### src/omc_pkg.sv
package omc_pkg;
   // operating modes, one-hot
   typedef enum logic [5:0] {
      OMC_INIT      = 6'h01,
      OMC_NORMAL    = 6'h02,
      OMC_STOP      = 6'h04,
      OMC_SLEEP     = 6'h08,
      OMC_RESTART   = 6'h10,
      OMC_FAIL_SAFE = 6'h20
   } omc_mode_t;

   // one serial frame: command byte then 24 data bits
   typedef struct packed {
      logic [7:0]  cmd;
      logic [23:0] data;
   } omc_frame_t;

   localparam int unsigned FRAME_BITS   = 32;
   localparam int unsigned CNT_W        = 6;

   localparam logic [7:0]  CMD_GO_NORMAL = 8'h01;
   localparam logic [7:0]  CMD_GO_STOP   = 8'h02;
   localparam logic [7:0]  CMD_GO_SLEEP  = 8'h03;
   localparam logic [7:0]  CMD_SOFT_RST  = 8'h04;
   localparam logic [7:0]  CMD_WD_TRIG   = 8'h05;
   localparam logic [7:0]  CMD_WD_RST_EN = 8'h06;

   localparam int unsigned CLK_MHZ      = 100;
   localparam int unsigned T_RD_US      = 10;
   localparam int unsigned RD_CYC       = T_RD_US * CLK_MHZ;
   localparam int unsigned T_INT_US     = 1;
   localparam int unsigned INT_CYC      = T_INT_US * CLK_MHZ;
   localparam int unsigned T_LW_MS      = 200;
   localparam int unsigned LW_CYC       = T_LW_MS * 1000 * CLK_MHZ;
   localparam int unsigned T_WD_MS      = 20;
   localparam int unsigned WD_CYC       = T_WD_MS * 1000 * CLK_MHZ;

   localparam logic        RST_ACTIVE   = 1'b0;
endpackage : omc_pkg

### src/omc_spi_rx.sv
`timescale 1ns/1ps
`default_nettype none
module omc_spi_rx (
   input  wire logic               clk,
   input  wire logic               reset_n,
   input  wire logic               spi_sclk,
   input  wire logic               spi_csn,
   input  wire logic               spi_mosi,
   output logic                    in_frame,
   output logic                    frame_valid,
   output omc_pkg::omc_frame_t     frame
);
   logic [2:0]                  sclk_sync_ff;
   logic [2:0]                  csn_sync_ff;
   logic [1:0]                  mosi_sync_ff;
   logic [31:0]                 shift_ff;
   logic [31:0]                 nxt_shift;
   logic [omc_pkg::CNT_W-1:0]   bits_ff;
   logic [omc_pkg::CNT_W-1:0]   nxt_bits;
   logic                        valid_ff;
   logic                        nxt_valid;

   // link clock is sampled, so it must stay well below clk/4
   always_comb
   begin
      nxt_shift = shift_ff;
      nxt_bits  = bits_ff;
      nxt_valid = 1'b0;
      if (!csn_sync_ff[1] && sclk_sync_ff[1] && !sclk_sync_ff[2])
      begin
         nxt_shift = {shift_ff[30:0], mosi_sync_ff[1]};
         // saturate one past a full frame so an overlong frame is refused too
         if (bits_ff != omc_pkg::CNT_W'(omc_pkg::FRAME_BITS + 1))
            nxt_bits = bits_ff + 1'b1;
      end
      if (csn_sync_ff[1] && !csn_sync_ff[2])
      begin
         nxt_valid = (bits_ff == omc_pkg::CNT_W'(omc_pkg::FRAME_BITS));
         nxt_bits  = '0;
      end
   end

   always_ff @(posedge clk or negedge reset_n)
   begin
      if (!reset_n)
      begin
         sclk_sync_ff <= 3'h0;
         csn_sync_ff  <= 3'h7;
         mosi_sync_ff <= 2'h0;
         shift_ff     <= 32'h0;
         bits_ff      <= '0;
         valid_ff     <= 1'b0;
      end
      else
      begin
         sclk_sync_ff <= {sclk_sync_ff[1:0], spi_sclk};
         csn_sync_ff  <= {csn_sync_ff[1:0], spi_csn};
         mosi_sync_ff <= {mosi_sync_ff[0], spi_mosi};
         shift_ff     <= nxt_shift;
         bits_ff      <= nxt_bits;
         valid_ff     <= nxt_valid;
      end
   end

   assign in_frame    = !csn_sync_ff[1] || !csn_sync_ff[2];
   assign frame_valid = valid_ff;
   assign frame       = shift_ff;
endmodule : omc_spi_rx
`default_nettype wire

### src/omc_mode_ctrl.sv
// Notes on behaviour
// - init mode after power-on reset and after a soft reset command
// - normal mode is the main working state
// - stop mode keeps the main regulator output on
// - sleep mode switches the main regulator output off
// - wake in sleep or fail-safe, watchdog failure or undervoltage go to restart
// - restart mode drives the reset output low
// - temperature shutdown goes to fail-safe mode
// - development overlay leaves every mode reachable as usual
// - in the overlay a watchdog failure does not drive reset
// - in the overlay a watchdog failure pulses the interrupt pin
// - watchdog reset can be re-enabled inside the overlay
// - watchdog always starts with the long open window
// - control arrives as 32-bit serial frames
// - configuration only over the serial link, which is receive-only
// - after power-on the watchdog starts once reset is released
// - init mode waits for the microcontroller before moving on
// - pin held low plus the first frame in init after power-on latches the overlay
`timescale 1ns/1ps
`default_nettype none
module omc_mode_ctrl #(
   parameter logic [31:0] LW_CYC = omc_pkg::LW_CYC,
   parameter logic [31:0] WD_CYC = omc_pkg::WD_CYC
) (
   input  wire logic               clk,
   input  wire logic               reset_n,
   input  wire logic               spi_sclk,
   input  wire logic               spi_csn,
   input  wire logic               spi_mosi,
   input  wire logic               intn_in,
   input  wire logic               wake_event,
   input  wire logic               temp_shutdown,
   input  wire logic               main_regulator_output_undervoltage,
   output logic                    intn_out,
   output logic                    intn_oe,
   output logic                    reset_output_low,
   output logic                    main_regulator_output,
   output omc_pkg::omc_mode_t      mode,
   output logic                    sw_dev_mode
);
   logic                 in_frame;
   logic                 frame_valid;
   omc_pkg::omc_frame_t  frame;
   logic [1:0]           intn_sync_ff;
   logic [1:0]           wake_sync_ff;
   logic [1:0]           tsd_sync_ff;
   logic [1:0]           uv_sync_ff;

   omc_pkg::omc_mode_t   state_ff;
   omc_pkg::omc_mode_t   nxt_state;
   logic [15:0]          rd_cnt_ff;
   logic [15:0]          nxt_rd_cnt;
   logic [31:0]          wd_cnt_ff;
   logic [31:0]          nxt_wd_cnt;
   logic                 wd_run_ff;
   logic                 nxt_wd_run;
   logic                 sw_dev_ff;
   logic                 nxt_sw_dev;
   logic                 wd_rst_en_ff;
   logic                 nxt_wd_rst_en;
   logic                 por_init_ff;
   logic                 nxt_por_init;
   logic                 first_cmd_ff;
   logic                 nxt_first_cmd;
   logic [15:0]          int_cnt_ff;
   logic [15:0]          nxt_int_cnt;
   logic                 rst_out_ff;
   logic                 nxt_rst_out;
   logic                 reg_on_ff;
   logic                 nxt_reg_on;
   logic                 intn_oe_ff;
   logic                 wd_expire;
   logic                 wd_resets;
   logic                 ev_ok;
   logic                 released;
   logic [7:0]           cmd;

   omc_spi_rx u_spi_rx (
      .clk         (clk),
      .reset_n     (reset_n),
      .spi_sclk    (spi_sclk),
      .spi_csn     (spi_csn),
      .spi_mosi    (spi_mosi),
      .in_frame    (in_frame),
      .frame_valid (frame_valid),
      .frame       (frame)
   );

   assign cmd       = frame.cmd;
   assign wd_expire = wd_run_ff && (wd_cnt_ff == 32'h1);
   assign wd_resets = !sw_dev_ff || wd_rst_en_ff;
   // pin events wait until the link is idle
   assign ev_ok     = !in_frame;
   assign released  = (rd_cnt_ff == 16'(omc_pkg::RD_CYC));

   always_comb
   begin
      nxt_state     = state_ff;
      nxt_rd_cnt    = rd_cnt_ff;
      nxt_wd_cnt    = wd_cnt_ff;
      nxt_wd_run    = wd_run_ff;
      nxt_sw_dev    = sw_dev_ff;
      nxt_wd_rst_en = wd_rst_en_ff;
      nxt_por_init  = por_init_ff;
      nxt_first_cmd = first_cmd_ff;
      nxt_int_cnt   = (int_cnt_ff != 16'h0) ? int_cnt_ff - 16'h1 : 16'h0;
      if (wd_run_ff && wd_cnt_ff != 32'h0)
         nxt_wd_cnt = wd_cnt_ff - 32'h1;
      if (frame_valid && cmd == omc_pkg::CMD_WD_TRIG && wd_run_ff)
         nxt_wd_cnt = WD_CYC;
      // reset signalling switched back on by command
      if (frame_valid && cmd == omc_pkg::CMD_WD_RST_EN)
         nxt_wd_rst_en = 1'b1;
      // the overlay only changes the watchdog action, never the modes
      case (state_ff)
         omc_pkg::OMC_INIT:
         begin
            if (!released)
               nxt_rd_cnt = rd_cnt_ff + 16'h1;
            else if (frame_valid)
            begin
               // pin low at the first frame after power-up
               if (first_cmd_ff && por_init_ff && !intn_sync_ff[1])
                  nxt_sw_dev = 1'b1;
               nxt_first_cmd = 1'b0;
               // leave init for normal only on the host's go command
               if (cmd == omc_pkg::CMD_GO_NORMAL)
                  nxt_state = omc_pkg::OMC_NORMAL;
            end
         end
         omc_pkg::OMC_NORMAL:
         begin
            if (frame_valid && cmd == omc_pkg::CMD_SOFT_RST)
            begin
               nxt_state  = omc_pkg::OMC_INIT;
               nxt_rd_cnt = 16'h0;
               nxt_wd_run = 1'b0;
            end
            else if (frame_valid && cmd == omc_pkg::CMD_GO_STOP)
               nxt_state = omc_pkg::OMC_STOP;
            else if (frame_valid && cmd == omc_pkg::CMD_GO_SLEEP)
            begin
               nxt_state  = omc_pkg::OMC_SLEEP;
               nxt_wd_run = 1'b0;
            end
         end
         omc_pkg::OMC_STOP:
         begin
            if ((frame_valid && cmd == omc_pkg::CMD_GO_NORMAL) || (wake_sync_ff[1] && ev_ok))
               nxt_state = omc_pkg::OMC_NORMAL;
         end
         omc_pkg::OMC_SLEEP, omc_pkg::OMC_FAIL_SAFE:
         begin
            if (wake_sync_ff[1] && ev_ok)
            begin
               nxt_state  = omc_pkg::OMC_RESTART;
               nxt_rd_cnt = 16'h0;
            end
         end
         omc_pkg::OMC_RESTART:
         begin
            if (!released)
               nxt_rd_cnt = rd_cnt_ff + 16'h1;
            else
               nxt_state = omc_pkg::OMC_NORMAL;
         end
         default:
            nxt_state = omc_pkg::OMC_INIT;
      endcase
      // failures force a restart once reset is released
      if (released && ev_ok && (state_ff == omc_pkg::OMC_NORMAL ||
          state_ff == omc_pkg::OMC_STOP || state_ff == omc_pkg::OMC_INIT))
      begin
         if ((wd_expire && wd_resets) || uv_sync_ff[1])
         begin
            nxt_state  = omc_pkg::OMC_RESTART;
            nxt_rd_cnt = 16'h0;
            nxt_wd_run = 1'b0;
         end
      end
      // an expiry that falls inside a frame stays pending until the link is idle
      if (wd_expire && wd_resets && !ev_ok)
         nxt_wd_cnt = wd_cnt_ff;
      // overlay failure restarts the long window instead of a reset
      if (wd_expire && !wd_resets)
      begin
         nxt_wd_cnt  = LW_CYC;
         // failure shown on the interrupt pin
         nxt_int_cnt = 16'(omc_pkg::INT_CYC);
      end
      // overtemperature wins over every other request except a wake in fail-safe
      if (tsd_sync_ff[1] && ev_ok && state_ff != omc_pkg::OMC_FAIL_SAFE)
      begin
         nxt_state  = omc_pkg::OMC_FAIL_SAFE;
         nxt_wd_run = 1'b0;
      end
      // every watchdog start uses the long window
      if (!wd_run_ff && nxt_state != omc_pkg::OMC_SLEEP && nxt_state != omc_pkg::OMC_FAIL_SAFE
          && ((nxt_state == omc_pkg::OMC_INIT && nxt_rd_cnt == 16'(omc_pkg::RD_CYC))
          || nxt_state == omc_pkg::OMC_NORMAL || nxt_state == omc_pkg::OMC_STOP))
      begin
         nxt_wd_run = 1'b1;
         nxt_wd_cnt = LW_CYC;
      end
      if (nxt_state != omc_pkg::OMC_INIT)
         nxt_por_init = 1'b0;
      // reset low during delay in init and restart, and in fail-safe
      nxt_rst_out = !((nxt_state == omc_pkg::OMC_INIT && nxt_rd_cnt != 16'(omc_pkg::RD_CYC))
                   || (nxt_state == omc_pkg::OMC_RESTART && nxt_rd_cnt != 16'(omc_pkg::RD_CYC))
                   || nxt_state == omc_pkg::OMC_FAIL_SAFE);
      // regulator off only in sleep and fail-safe
      nxt_reg_on  = !(nxt_state == omc_pkg::OMC_SLEEP || nxt_state == omc_pkg::OMC_FAIL_SAFE);
   end

   // mode register cleared to init by reset
   always_ff @(posedge clk or negedge reset_n)
   begin
      if (!reset_n)
      begin
         intn_sync_ff <= 2'h3;
         wake_sync_ff <= 2'h0;
         tsd_sync_ff  <= 2'h0;
         uv_sync_ff   <= 2'h0;
         state_ff     <= omc_pkg::OMC_INIT;
         rd_cnt_ff    <= 16'h0;
         wd_cnt_ff    <= 32'h0;
         wd_run_ff    <= 1'b0;
         sw_dev_ff    <= 1'b0;
         wd_rst_en_ff <= 1'b0;
         por_init_ff  <= 1'b1;
         first_cmd_ff <= 1'b1;
         int_cnt_ff   <= 16'h0;
         rst_out_ff   <= omc_pkg::RST_ACTIVE;
         reg_on_ff    <= 1'b1;
         intn_oe_ff   <= 1'b0;
      end
      else
      begin
         intn_sync_ff <= {intn_sync_ff[0], intn_in};
         wake_sync_ff <= {wake_sync_ff[0], wake_event};
         tsd_sync_ff  <= {tsd_sync_ff[0], temp_shutdown};
         uv_sync_ff   <= {uv_sync_ff[0], main_regulator_output_undervoltage};
         state_ff     <= nxt_state;
         rd_cnt_ff    <= nxt_rd_cnt;
         wd_cnt_ff    <= nxt_wd_cnt;
         wd_run_ff    <= nxt_wd_run;
         sw_dev_ff    <= nxt_sw_dev;
         wd_rst_en_ff <= nxt_wd_rst_en;
         por_init_ff  <= nxt_por_init;
         first_cmd_ff <= nxt_first_cmd;
         int_cnt_ff   <= nxt_int_cnt;
         rst_out_ff   <= nxt_rst_out;
         reg_on_ff    <= nxt_reg_on;
         intn_oe_ff   <= (nxt_int_cnt != 16'h0);
      end
   end

   // no path other than the serial frames changes configuration
   assign intn_out              = 1'b0;
   assign intn_oe               = intn_oe_ff;
   assign reset_output_low      = rst_out_ff;
   assign main_regulator_output = reg_on_ff;
   assign mode                  = state_ff;
   assign sw_dev_mode           = sw_dev_ff;

   a_soft_rst_init: assert property (@(posedge clk) disable iff (!reset_n)
      state_ff == omc_pkg::OMC_NORMAL && frame_valid && cmd == omc_pkg::CMD_SOFT_RST
      && !(tsd_sync_ff[1] && ev_ok) && !uv_sync_ff[1] && !wd_expire
      |=> state_ff == omc_pkg::OMC_INIT && !reset_output_low)
      else $error("soft reset did not re-enter init with reset low");
   a_init_to_normal: assert property (@(posedge clk) disable iff (!reset_n)
      state_ff == omc_pkg::OMC_INIT && !frame_valid && !tsd_sync_ff[1] && !uv_sync_ff[1]
      && !wd_expire |=> state_ff == omc_pkg::OMC_INIT)
      else $error("init left without a go command");
   a_stop_reg_on: assert property (@(posedge clk) disable iff (!reset_n)
      state_ff == omc_pkg::OMC_STOP |-> main_regulator_output)
      else $error("regulator off in stop mode");
   a_sleep_reg_off: assert property (@(posedge clk) disable iff (!reset_n)
      state_ff == omc_pkg::OMC_SLEEP |-> !main_regulator_output)
      else $error("regulator on in sleep mode");
   a_sleep_wake: assert property (@(posedge clk) disable iff (!reset_n)
      state_ff == omc_pkg::OMC_SLEEP && wake_sync_ff[1] && ev_ok && !tsd_sync_ff[1]
      |=> state_ff == omc_pkg::OMC_RESTART)
      else $error("wake in sleep did not go to restart");
   a_restart_rst: assert property (@(posedge clk) disable iff (!reset_n)
      $rose(state_ff == omc_pkg::OMC_RESTART) |-> !reset_output_low [*8])
      else $error("reset not held low in restart");
   a_tsd_failsafe: assert property (@(posedge clk) disable iff (!reset_n)
      tsd_sync_ff[1] && ev_ok |=> state_ff == omc_pkg::OMC_FAIL_SAFE && !main_regulator_output)
      else $error("overtemperature did not reach fail-safe");
   a_dev_no_rst: assert property (@(posedge clk) disable iff (!reset_n)
      wd_expire && !wd_resets && (state_ff == omc_pkg::OMC_NORMAL
      || state_ff == omc_pkg::OMC_INIT) && !tsd_sync_ff[1]
      && !uv_sync_ff[1] |=> state_ff != omc_pkg::OMC_RESTART && reset_output_low)
      else $error("overlay watchdog failure caused a reset");
   a_dev_intn: assert property (@(posedge clk) disable iff (!reset_n)
      wd_expire && !wd_resets |=> intn_oe [*8])
      else $error("overlay watchdog failure not on interrupt pin");
   a_wd_long_start: assert property (@(posedge clk) disable iff (!reset_n)
      $rose(wd_run_ff) |-> wd_cnt_ff == LW_CYC)
      else $error("watchdog did not start with long window");
   a_por_wd_start: assert property (@(posedge clk) disable iff (!reset_n)
      $rose(reset_output_low) && state_ff == omc_pkg::OMC_INIT |-> wd_run_ff)
      else $error("watchdog not started at reset release");
endmodule : omc_mode_ctrl
`default_nettype wire

### config.mk
export PLATFORM = sky130hd
export DESIGN_NAME = omc_mode_ctrl
export DESIGN_NICKNAME = d
export VERILOG_FILES = /design/src/omc_pkg.sv /design/src/omc_spi_rx.sv /design/src/omc_mode_ctrl.sv
export SDC_FILE = /design/constraint.sdc
export NUM_CORES = 1
export LEC_CHECK = 0
export ABC_AREA = 1
export BUFFER_PORTS_ARGS = -buffer_cell sky130_fd_sc_hd__buf_2
export CAP_MARGIN = 0
export CORE_ASPECT_RATIO = 0.9
export CORE_MARGIN = 1
export CORE_UTILIZATION = 27
export DETAILED_ROUTE_END_ITERATION = 12
export GPL_TIMING_DRIVEN = 0
export PLACE_DENSITY = 0.47
export SKIP_CTS_REPAIR_TIMING = 1
export SLEW_MARGIN = 25
export SYNTH_ARGS = -nofsm -noshare
export SYNTH_HDL_FRONTEND = slang
export SYNTH_SLANG_ARGS = --single-unit
### constraint.sdc
create_clock -name clk -period 2.81 [get_ports clk]
set_clock_uncertainty 0.15 [all_clocks]
set_input_delay 0.562 -clock clk [delete_from_list [all_inputs] [get_ports clk]]
set_output_delay 0.562 -clock clk [all_outputs]
set_load 0.005 [all_outputs]
Word-level counts from Yosys, hierarchy flattened --
Index checks and enable logic that the tools add are counted.
Operators by class: multiplexer cells 38, equality and inequality tests 29, add/sub/neg operators 4, reduce and logical (&&, ||, !) cells 61
Operators with widths (number):
- $mux W32 | 5
- $mux W16 | 7
- $mux W6 | 15
- $pmux W16 S3 | 1
- $eq A16 B10 Y1 const B | 2
- $eq A32 B1 Y1 const B | 1
- $reduce_bool A16 Y1 | 2
- $reduce_bool A32 Y1 | 1
- $sub A32 B1 Y32 const B | 1
- $pmux W6 S5 | 1
- $logic_and A1 B1 Y1 | 28
- $eq A8 B3 Y1 const B | 3
- $eq A6 B6 Y1 const B | 3
- $ne A6 B6 Y1 const B | 3
- $add A16 B1 Y16 const B | 1
- $eq A8 B2 Y1 const B | 2
- $ne A16 B10 Y1 const B | 1
- $sub A16 B1 Y16 const B | 1
- $eq A6 B1 Y1 const B | 2
- $eq A6 B2 Y1 const B | 2
- $eq A6 B3 Y1 const B | 2
- $eq A6 B4 Y1 const B | 2
- $eq A6 B5 Y1 const B | 2
- $logic_or A1 B1 Y1 | 11
- other kinds (13) | 33
Storage, ports and cells: bits of input ports 9, bits in registers 133, logic and storage cells 154

Logic depth before layout (Yosys ltp) --
Gate-level depths: netlist (run 1).
word-level depth 17, gate-level depth with buffers 18

Cells and area by module --
From an unflattened synthesis (run 1), not the netlist that was laid out.
Second synthesis, totals: cell total of the unflattened synthesis 974, area, all modules 7499.7 um^2
By module, submodules not included:
- omc_mode_ctrl | times used 1, cells each 770, area each 5636.7 um^2
- omc_spi_rx | times used 1, cells each 204, area each 1863.0 um^2

Least setup slack after synthesis (run 1) --
OpenSTA, ideal clock, no wires.
kind reg2reg, start register state_ff[0], in the netlist mode[0], end register wd_cnt_ff[12], period minus slack after synthesis 2.321 ns, arrival time 2.050 ns, setup time 0.121 ns, data required time 2.539 ns, cell stages (with the launch flop) 17, slack 0.489 ns, cells stage by stage dfstp_2 > inv_1 > nand2_1 > nor2_8 > nor2_4 > and2_1 > nor2_1 > nand2_1 > buf_6 > nand3_1 > nor2_1 > nand2_1 > nor2_2 > nand4_2 > nand2_4 > buf_12 > a21oi_2
Between the ends: longest elaborated chain between the ends 14, elaborated cells on any way between the ends 45, those cells by class 14 x eq/ne; 17 x mux; 14 x reduce/logical
RTL lines:
- from (decl) | RTL line omc_mode_ctrl.sv:49 | omc_pkg::omc_mode_t state_ff;
- from (signal assigned) | RTL line omc_mode_ctrl.sv:224 | state_ff <= omc_pkg::OMC_INIT;
- from (signal assigned) | RTL line omc_mode_ctrl.sv:243 | state_ff <= nxt_state;
- $mux W6, on equally long branches | RTL line omc_mode_ctrl.sv:141, omc_mode_ctrl.sv:127
- $mux W6, on equally long branches | RTL line omc_mode_ctrl.sv:139, omc_mode_ctrl.sv:120
- $mux W6, on equally long branches | RTL line omc_mode_ctrl.sv:133, omc_mode_ctrl.sv:118
- $pmux W6 S5 | RTL line omc_mode_ctrl.sv:115 | case (state_ff)
- $mux W6 | RTL line omc_mode_ctrl.sv:174 | if ((wd_expire && wd_resets) || uv_sync_ff[1])
- $mux W6 | RTL line omc_mode_ctrl.sv:171 | if (released && ev_ok && (state_ff == omc_pkg::OMC_NORMAL ||
- $mux W6 | RTL line omc_mode_ctrl.sv:192 | if (tsd_sync_ff[1] && ev_ok && state_ff != omc_pkg::OMC_FAIL_SAFE)
- $eq A6 B1 Y1 | RTL line omc_mode_ctrl.sv:199 | && ((nxt_state == omc_pkg::OMC_INIT && nxt_rd_cnt == 16'(omc_pkg::RD_CYC))
- $logic_and A1 B1 Y1 | RTL line omc_mode_ctrl.sv:199
- $logic_or A1 B1 Y1 (2 in series) | RTL line omc_mode_ctrl.sv:200 | || nxt_state == omc_pkg::OMC_NORMAL || nxt_state == omc_pkg::OMC_STOP))
- $logic_and A1 B1 Y1 (*) | RTL line omc_mode_ctrl.sv:199
- $ne A3 B1 Y1 (no source line) or $reduce_bool A4 Y1 (tied branches)
- $reduce_and A2 Y1 (no source line)
- to (signal assigned) | RTL line omc_mode_ctrl.sv:245 | wd_cnt_ff <= nxt_wd_cnt;
- to (decl) | RTL line omc_mode_ctrl.sv:53 | logic [31:0] wd_cnt_ff;
Mark *: on every way between the ends. The rest lies on a longest branch, timed or not. A chain may end at the register's enable or synchronous reset.

Worst setup path after layout (run 1) --
start register state_ff[2], in the netlist mode[2], end register wd_cnt_ff[30]
The elaborated chain is that of the path after synthesis.

==> results of run 1 <==
## final cells by class
| class | count | share of cell area [%] |
|---|---|---|
| clock inverter | 14 | 1.821 |
| inverter | 155 | 6.380 |
| clock buffer | 18 | 4.696 |
| sequential | 133 | 36.60 |
| multi-input combinational | 677 | 40.50 |
| tap | 354 | 4.847 |
| buffer | 20 | 1.657 |
| timing repair buffer | 40 | 3.505 |
## worst max path at each step
| stage | endpoint | slack [ns] | cells past startpoint |
|---|---|---|---|
| floorplan | wd_cnt_ff[12]$_DFFE_PN0P_ | 0.49 | 16 |
| global placement | wd_cnt_ff[26]$_DFFE_PN0P_ | -1.07 | 1 |
| detailed placement | wd_cnt_ff[31]$_DFFE_PN0P_ | -0.05 | 15 |
| CTS | wd_cnt_ff[5]$_DFFE_PN0P_ | -0.08 | 15 |
| global route | wd_cnt_ff[19]$_DFFE_PN0P_ | -0.07 | 15 |
| finish | wd_cnt_ff[30]$_DFFE_PN0P_ | 0.14 | 14 |
## metrics by stage
stage / power (mW) / hold slack, ns / std cells / instance area, um^2 / worst slack [ns]
floorplan: 2.512 / 0.1164 / 984 / 7562 / 0.4888
global placement: 2.687 / 0.1849 / 1356 / 8095 / -1.070
detailed placement: 2.697 / 0.1894 / 1357 / 8139 / -0.05202
CTS: 5.018 / -0.08663 / 1389 / 8735 / -0.08289
global route: 5.264 / 0.06625 / 1411 / 9139 / -0.06876
finish: 5.012 / 0.08486 / 1411 / 9139 / 0.1432
## cells in the mapped netlist, types with 8 or more instances
master	number
a21oi_1	25
a21oi_2	21
dfstp_2	9
o21ai_0	47
inv_2	11
nor4_1	8
xor2_1	17
inv_1	143
nand3_1	77
nand2_1	232
ha_1	10
nor3_1	23
nor2_1	107
dfrtp_1	124
nand4_1	24
## kinds of logic (layout without fill, tap and decap cells)
logic type      count (synthesis)  count (layout)
compound gates                122             122
other cells                     1               1
fa+ha+maj                      10              10
simple gates                  521             522
buf+inv                       175             247
xor+xnor                       22              22
flops                         133             133
## report_power, final
| part | switching, mW | total (mW) | internal, mW |
|---|---|---|---|
| clock network | 0.935 | 2.27 | 1.34 |
| logic | 0.401 | 0.636 | 0.235 |
| registers | 0.0900 | 2.11 | 2.02 |
## layer usage
| metal | vias up | track usage [%] | routed length, um |
|---|---|---|---|
| met3 | 20 | 2.391 | 623 |
| li1 | 3289 | - | - |
| met4 | 0 | 4.430 | 275 |
| met2 | 114 | 20.89 | 8372 |
| met5 | - | 0 | 0 |
| met1 | 2983 | 20.58 | 9998 |
## worst max-delay path, stage by stage, from the launching register on
cell	delay [ns]
dfrtp_2	0.44
nor2_4	0.15
nand2_4	0.11
nor2_8	0.13
inv_2	0.07
nand2_2	0.09
buf_6	0.14
inv_2	0.08
o21ai_0	0.26
nand4_1	0.19
nor2_4	0.18
nand4_4	0.16
nand2_8	0.18
clkbuf_16	0.17
a21oi_2	0.04
## state kept, by name (all words and copies together), names as in the netlist, 2 cells and up
| signal | flops |
|---|---|
| u_spi_rx.frame | 32 |
| wd_cnt_ff | 32 |
| int_cnt_ff | 16 |
| rd_cnt_ff | 16 |
| mode | 6 |
| u_spi_rx.bits_ff | 6 |
| u_spi_rx.csn_sync_ff | 3 |
| u_spi_rx.sclk_sync_ff | 3 |
| intn_sync_ff | 2 |
| tsd_sync_ff | 2 |
| u_spi_rx.mosi_sync_ff | 2 |
| uv_sync_ff | 2 |
| wake_sync_ff | 2 |
==> run metrics, run 1 <==
synthesized area about 7600 um^2; Reg2Reg Capture Point wd_cnt_ff[30]$_DFFE_PN0P_; H-tree depth 4; Synth top area share 41.03%; WHS Path Cells 1; Initial Utilization approximately 28%; gr ovfl total 0; clk sink count 133; CP Max Fanout 10; Worst R2R Start mode[2]$_DFF_PN0_; fin util between 30% and 40%; fin crit share a little over nine tenths; DRC Markers 0; RSZ-0062 raised after global routing true; Rows 57; syn avg cell area between 7 and 8 um^2; Die Height between 150 and 200 um; fin crit period 2.667 ns; I/O pin cnt 20; Worst VDD drop approximately 430 uV; ys async rst share between 90% and 100%; power per cell area between 500 and 600 nW/um^2; post-DP HPWL 13640 um; initial antenna violation count 0; drt first-iter violations around 480; P_leak around 4.6 nW; Worst-Margin Slew roughly 0.76 ns; Compound-Gate Fraction of Synth Area approximately a tenth; Worst R2R Path Depth 14; Worst setup SP type flip-flop; gpl congestion ~0.9; antenna-violating nets left 0; largest family of logic cells by synthesized area simple AND/OR/NAND/NOR gates; Tightest Hold Check Type input pin to flip-flop; outcome complete, no violations; pin count of the biggest net entering global routing 78; post-synthesis mux area share 0%; Syn Inst Count roughly 1000; CP Launch Point mode[2]$_DFF_PN0_; post-synth net total 1003; WHS Endpoint u_spi_rx.csn_sync_ff[0]$_DFF_PN1_; Root Driver clkbuf_16; Area growth, synth to finish 20.85%; Post-layout nets 1063; Worst-Skew Late Latency 0.42 ns; most frequent cells in the layout 223 x nand2_1, 141 x inv_1, 120 x dfrtp_1, 99 x nor2_1, 74 x nand3_1; WL/cell 13.66 um; total CTS buffers 17; Detailed Routing Iterations Pass 1 5; critical path endpoint category flip-flop; WL final ~19000 um; Netlist cell types 50; vias in the first global route approximately 6200; vias post-DR between 6000 and 7000; post-synthesis adder-cell area fraction around 1.7%; Synth Area in XOR/XNOR about 2.5%; TritonCTS clock tree done; kind of critical path flip-flop to flip-flop; HP Start spi_csn; yosys warns 0; Max-cap violations 0; Final Max Slew Viols 0; Register Area 3344 um^2; multi-input logic area 3701 um^2; Fillers about 2900; Fmax roughly 370 MHz; Die Footprint between 20000 and 30000 um^2; Synth area leader dfrtp_1; CTS Buffer Depth 2; number of I/O port buffers 18; Antenna Cells 0; final setup vio count 0; main flop type after synthesis dfrtp_1; Req. time, crit path approximately 3 ns; Slew HR 48.68%; Simple-Gate Fraction of Synth Area between 30% and 40%; setup_tns 0 ns; final-report hold violation count 0; reg-to-reg slack, setup roughly 0.14 ns; post-synthesis sequential area ratio between 40 and 50%; Die Width between 150 and 200 um; WP data arrival ~2.8 ns; most common cell after layout, fill and taps aside nand2_1; clock slew at reported path FFs approximately 0.07 ns; dominant cells by area after synthesis dfrtp_1 41%, nand2_1 12%, inv_1 7.1%; Tot GR Track Use ~14%; layout cells sized above 1 18.83%; EDFF count, synth 0; Via density between 4 and 5; global-route wire length before repair between 30000 and 40000 um; Core Region ~27000 um^2; Seq cells post-synth about 130
(Power assumes the default switching activity.)
==> run 2: changes to the inputs <==
--- a/config.mk
+++ b/config.mk
@@ -14,6 +14,7 @@
 export DETAILED_ROUTE_END_ITERATION = 12
 export GPL_TIMING_DRIVEN = 0
 export PLACE_DENSITY = 0.47
+export RECOVER_POWER = 50
 export SKIP_CTS_REPAIR_TIMING = 1
 export SLEW_MARGIN = 25
 export SYNTH_ARGS = -nofsm -noshare
==> run metrics, run 2 (synthesis gave the netlist of run 1 again) <==
WP buf/inv 4; Worst VDD drop around 430 uV; TritonCTS clock tree done; H-tree depth 4; number of cells on the critical path 14; WL/cell roughly 14 um; Final Max Slew Viols between 50 and 60; number of I/O port buffers 18; Detailed Routing Iterations Pass 1 5; Worst-Skew Late Latency about 0.42 ns; Seq pwr share between 40% and 50%; vias post-DR about 6400; Fmax around 370 MHz; Die Height about 160 um; initial antenna violation count 0; Slew HR -1.677%; Fillers just under 3000; Tot GR Track Use ~14%; final-report hold violation count 0; Rows 57; critical path endpoint category flip-flop; fin util roughly a third; vias in the first global route 6192; failing checks max-capacitance violations, max-slew violations; post-route non-filler standard cell count around 1400; WP data arrival approximately 2.8 ns; internal power between 3 and 4 mW; Worst-Margin Slew 1.525 ns; Via density 4.541; Initial Utilization between 20 and 30%; post-DP HPWL about 14000 um; antenna-violating nets left 0; Psw ~1.4 mW; DRC Markers 0; Post-layout nets around 1100; WL final 19270 um; Worst R2R Path Depth 14; Req. time, crit path just under 3 ns; global-route wire length before repair around 32000 um; Max-cap violations 1; Comb pwr share about an eighth; gr ovfl total 0; CP Max Fanout 10; most frequent cells in the layout 223 x nand2_1, 141 x inv_1, 120 x dfrtp_1, 99 x nor2_1, 74 x nand3_1; power per cell area 548.9 nW/um^2; WHS Path Cells 1; crit path cell chain nor2_4 > nand2_4 > nor2_8 > inv_2 > nand2_2 > buf_6 > inv_2 > o21ai_0 > nand4_1 > nor2_4 > nand4_4 > nand2_8 > clkbuf_16 > a21oi_2; layout cells sized above 1 roughly a fifth; kind of critical path flip-flop to flip-flop; I/O pin cnt 20; pin count of the biggest net entering global routing 78; fin crit period 2.667 ns; total CTS buffers 17; Clk pwr share 45.3%; DP Cell Count 1357; drt first-iter violations roughly 480; Worst setup SP type flip-flop; final setup vio count 0; clock slew at reported path FFs roughly 0.07 ns; gpl congestion 0.8940; most common cell after layout, fill and taps aside nand2_1; Area growth, synth to finish 20.70%; setup_tns 0 ns; CTS Buffer Depth 2; clk sink count 133; Die Width ~180 um; Root Driver clkbuf_16; RSZ-0062 raised after global routing true; sw frac between 20% and 30%; CP peak stage delay 0.44 ns; crit path max-delay cell type dfrtp_2; Antenna Cells 0; outcome finished with violations; Core Region ~27000 um^2; critical path's top delay family simple AND/OR/NAND/NOR gates; Die Footprint 28680 um^2; P_leak between 4 and 5 nW; Tightest Hold Check Type input pin to flip-flop; fin crit share 94.91%
run 2: changes by cell type in the layout (fill, tap and decap cells not counted):
cell,delta
buf_2,-1
clkbuf_2,+1
clkbuf_1,+1
buf_8,-1
run 2: cell type report:
cell class	instances	area, um^2	share of cell area, %
plain buffers	20	151.4	1.659
multi-input cells	677	3701	40.55
repair buffers	40	309.0	3.386
clock inverters	14	166.4	1.823
flip-flops and latches	133	3344	36.64
clock buffers	18	429.2	4.702
inverters	155	583.1	6.388
well taps	354	442.9	4.853
run 2: per-stage QoR:
step | hold WS [ns] | instance area, um^2 | power (mW) | setup WS (ns)
2_1_floorplan | 0.1164 | 7562 | 2.512 | 0.4888
5_1_grt | 0.06625 | 9128 | 5.263 | -0.06876
6_report | 0.08486 | 9128 | 5.010 | 0.1432
4_1_cts | -0.08663 | 8735 | 5.018 | -0.08289
3_5_place_dp | 0.1894 | 8139 | 2.697 | -0.05202
3_3_place_gp | 0.1849 | 8095 | 2.687 | -1.070
run 2: worst reg2reg max path, cell delays in order, from the launching register on:
cell and delay, ns:
dfrtp_2 0.44, nor2_4 0.15, nand2_4 0.11, nor2_8 0.13
inv_2 0.07, nand2_2 0.09, buf_6 0.14, inv_2 0.08
o21ai_0 0.26, nand4_1 0.19, nor2_4 0.18, nand4_4 0.16
nand2_8 0.19, clkbuf_16 0.18, a21oi_2 0.05
run 2: routing by layer:
layer  GRT usage, %  wire (um)  vias to the layer above
met2          20.89       8372                      114
met5              0          0                        -
met1          20.58       9998                     2984
li1               -          -                     3289
met4          4.430        275                        0
met3          2.391        623                       20
run 2: path summary, 6_finish.rpt:
| check | startpoint | to | slack (ns) |
|---|---|---|---|
| max reg2reg | mode[2]$_DFF_PN0_ | wd_cnt_ff[30]$_DFFE_PN0P_ | 0.14 |
| min in group asynchronous | reset_n | wake_sync_ff[0]$_DFF_PN0_ | 0.89 |
| min | spi_csn | u_spi_rx.csn_sync_ff[0]$_DFF_PN1_ | 0.08 |
| min reg2reg | tsd_sync_ff[0]$_DFF_PN0_ | tsd_sync_ff[1]$_DFF_PN0_ | 0.20 |
| max in group asynchronous | reset_n | main_regulator_output$_DFF_PN1_ | 0.49 |
| max | mode[2]$_DFF_PN0_ | wd_cnt_ff[30]$_DFFE_PN0P_ | 0.14 |
run 2: power by group through the flow:
stage	clock (mW)	sequential (mW)	combinational, mW
floorplan	0	2.11	0.400
global placement	0	2.13	0.557
detailed placement	0	2.13	0.567
CTS	2.35	2.10	0.569
global route	2.42	2.12	0.726
finish	2.27	2.11	0.634
==> run 3: changes to the inputs <==
--- a/config.mk
+++ b/config.mk
@@ -8,12 +8,14 @@
 export ABC_AREA = 1
 export BUFFER_PORTS_ARGS = -buffer_cell sky130_fd_sc_hd__buf_2
 export CAP_MARGIN = 0
+export CELL_PAD_IN_SITES_DETAIL_PLACEMENT = 1
+export CELL_PAD_IN_SITES_GLOBAL_PLACEMENT = 1
 export CORE_ASPECT_RATIO = 0.9
 export CORE_MARGIN = 1
 export CORE_UTILIZATION = 27
 export DETAILED_ROUTE_END_ITERATION = 12
 export GPL_TIMING_DRIVEN = 0
-export PLACE_DENSITY = 0.47
+export PLACE_DENSITY = 0.57
 export RECOVER_POWER = 50
 export SKIP_CTS_REPAIR_TIMING = 1
 export SLEW_MARGIN = 25
==> run metrics, run 3 (synthesis gave the netlist of run 1 again) <==
kind of critical path flip-flop to flip-flop; CTS Buffer Depth 2; Core Region ~27000 um^2; P_leak approximately 4.7 nW; Reg2Reg Capture Point wd_cnt_ff[5]$_DFFE_PN0P_; post-route cell area between 9000 and 10000 um^2; Fmax 357.0 MHz; Worst-Skew Late Latency between 0.4 and 0.5 ns; Psw between 1.5 and 2 mW; final-report hold violation count 0; Worst VDD drop between 300 and 400 uV; WL/cell ~16 um; Die Footprint 28680 um^2; Initial Utilization 27.76%; WL final between 20000 and 25000 um; RSZ-0062 raised after global routing true; Die Height roughly 160 um; pin count of the biggest net entering global routing 70; most frequent cells in the layout 220 x nand2_1, 138 x inv_1, 116 x dfrtp_1, 94 x nor2_1, 72 x nand3_1; Post-layout nets about 1100; Worst R2R Start mode[2]$_DFF_PN0_; Root Driver clkbuf_16; Clk pwr share around 45%; Register Area between 3000 and 4000 um^2; critical path endpoint category flip-flop; reg-to-reg slack, setup 0.009 ns; antenna-violating nets left 0; dpl cell area just over 8000 um^2; Die Width 178.4 um; Fillers between 3000 and 4000; clk sink count roughly 130; Worst setup SP type flip-flop; Worst R2R Path Depth 16; initial antenna violation count 0; fin crit period between 2 and 3 ns; WHS Path Cells 1; Via density 4.676; total CTS buffers 17; gpl congestion slightly above 0.8; gr ovfl total 0; internal power between 3 and 4 mW; Tightest Hold Check Type input pin to flip-flop; Max-cap violations 1; Slew HR -4.110%; Final Max Slew Viols 65; most common cell after layout, fill and taps aside nand2_1; Area growth, synth to finish 23.35%; final setup vio count 0; CP Max Fanout 7; TritonCTS clock tree done; WP data arrival 2.97 ns; layout cells sized above 1 21.21%; Tot GR Track Use between 10% and 20%; I/O pin cnt 20; multi-input logic area 3752 um^2; fin crit share 99.67%; vias post-DR 6659; H-tree depth 4; Seq pwr share 40.1%; pre-CTS setup slack -0.1453 ns; global-route wire length before repair 35690 um; failing checks max-capacitance violations, max-slew violations; post-DP HPWL between 15000 and 20000 um; Req. time, crit path 2.98 ns; Antenna Cells 0; number of I/O port buffers 18; final worst slack approximately 0.0092 ns; power per cell area between 500 and 600 nW/um^2; fin util 34.24%; Detailed Routing Iterations Pass 1 4; Comb pwr share approximately 15%; vias in the first global route about 6700; Worst-Margin Slew between 1.5 and 2 ns; clock slew at reported path FFs approximately 0.07 ns; WHS Endpoint intn_sync_ff[0]$_DFF_PN1_; outcome finished with violations; sw frac 29.64%; drt first-iter violations ~320; DRC Markers 0; HP Start intn_in; Rows 57
==> run 3: layer usage <==
metal | vias up | wire [um] | GRT usage (%)
li1 | 3300 | - | -
met1 | 3260 | 11620 | 23.99
met2 | 86 | 9549 | 22.96
met3 | 13 | 770 | 3.267
met4 | 0 | 202 | 5.008
met5 | - | 0 | 0
==> run 3: cell type report <==
cell class	count	share of cell area [%]
Clock buffer	18	4.708
Timing Repair Buffer	53	4.641
Inverter	155	6.264
Multi-Input combinational cell	677	40.23
Buffer	20	1.717
Tap cell	354	4.748
Sequential cell	133	35.91
Clock inverter	14	1.784
==> run 3: metrics by stage <==
step	hold WS [ns]	std cells	power, mW	setup TNS [ns]
2_1_floorplan	0.1164	984	2.512	0
3_3_place_gp	0.1842	1356	2.702	-143.70
3_5_place_dp	0.1864	1357	2.721	-3.684
4_1_cts	-0.06070	1389	5.118	-4.207
5_1_grt	0.05820	1424	5.496	-4.773
6_report	0.07585	1424	5.244	0
==> run 3: critical path, cell delays in order, from the launching register on <==
cell       delay (ns)
dfrtp_2          0.45
nor2_4           0.15
nand2_4          0.11
nor2_8           0.18
nor2_4           0.07
and2_1           0.16
nor2_1           0.12
nand2_2          0.10
buf_8            0.15
buf_6            0.13
nand3_4          0.08
nand3_4          0.09
nor2_4           0.14
nand4_4          0.18
nand2_8          0.20
clkbuf_16        0.17
a21oi_2          0.05
==> run 3: worst max path at each step <==
stage                            start                       endpoint  slack [ns]
2_1_floorplan        mode[0]$_DFF_PN1_      wd_cnt_ff[12]$_DFFE_PN0P_        0.49
3_3_place_gp                   reset_n  u_spi_rx.frame[9]$_DFFE_PN0P_       -1.12
3_5_place_dp         mode[2]$_DFF_PN0_      wd_cnt_ff[28]$_DFFE_PN0P_       -0.15
4_1_cts         rd_cnt_ff[0]$_DFF_PN0_      wd_cnt_ff[25]$_DFFE_PN0P_       -0.16
5_1_grt        rd_cnt_ff[10]$_DFF_PN0_       wd_cnt_ff[9]$_DFFE_PN0P_       -0.15
6_report             mode[2]$_DFF_PN0_       wd_cnt_ff[5]$_DFFE_PN0P_       0.009
==> run 3: power groups by stage <==
stage	registers, mW	clock network (mW)	logic [mW]
2_1_floorplan	2.11	0	0.400
3_3_place_gp	2.14	0	0.567
3_5_place_dp	2.13	0	0.586
4_1_cts	2.10	2.43	0.589
5_1_grt	2.12	2.50	0.884
6_report	2.10	2.36	0.785
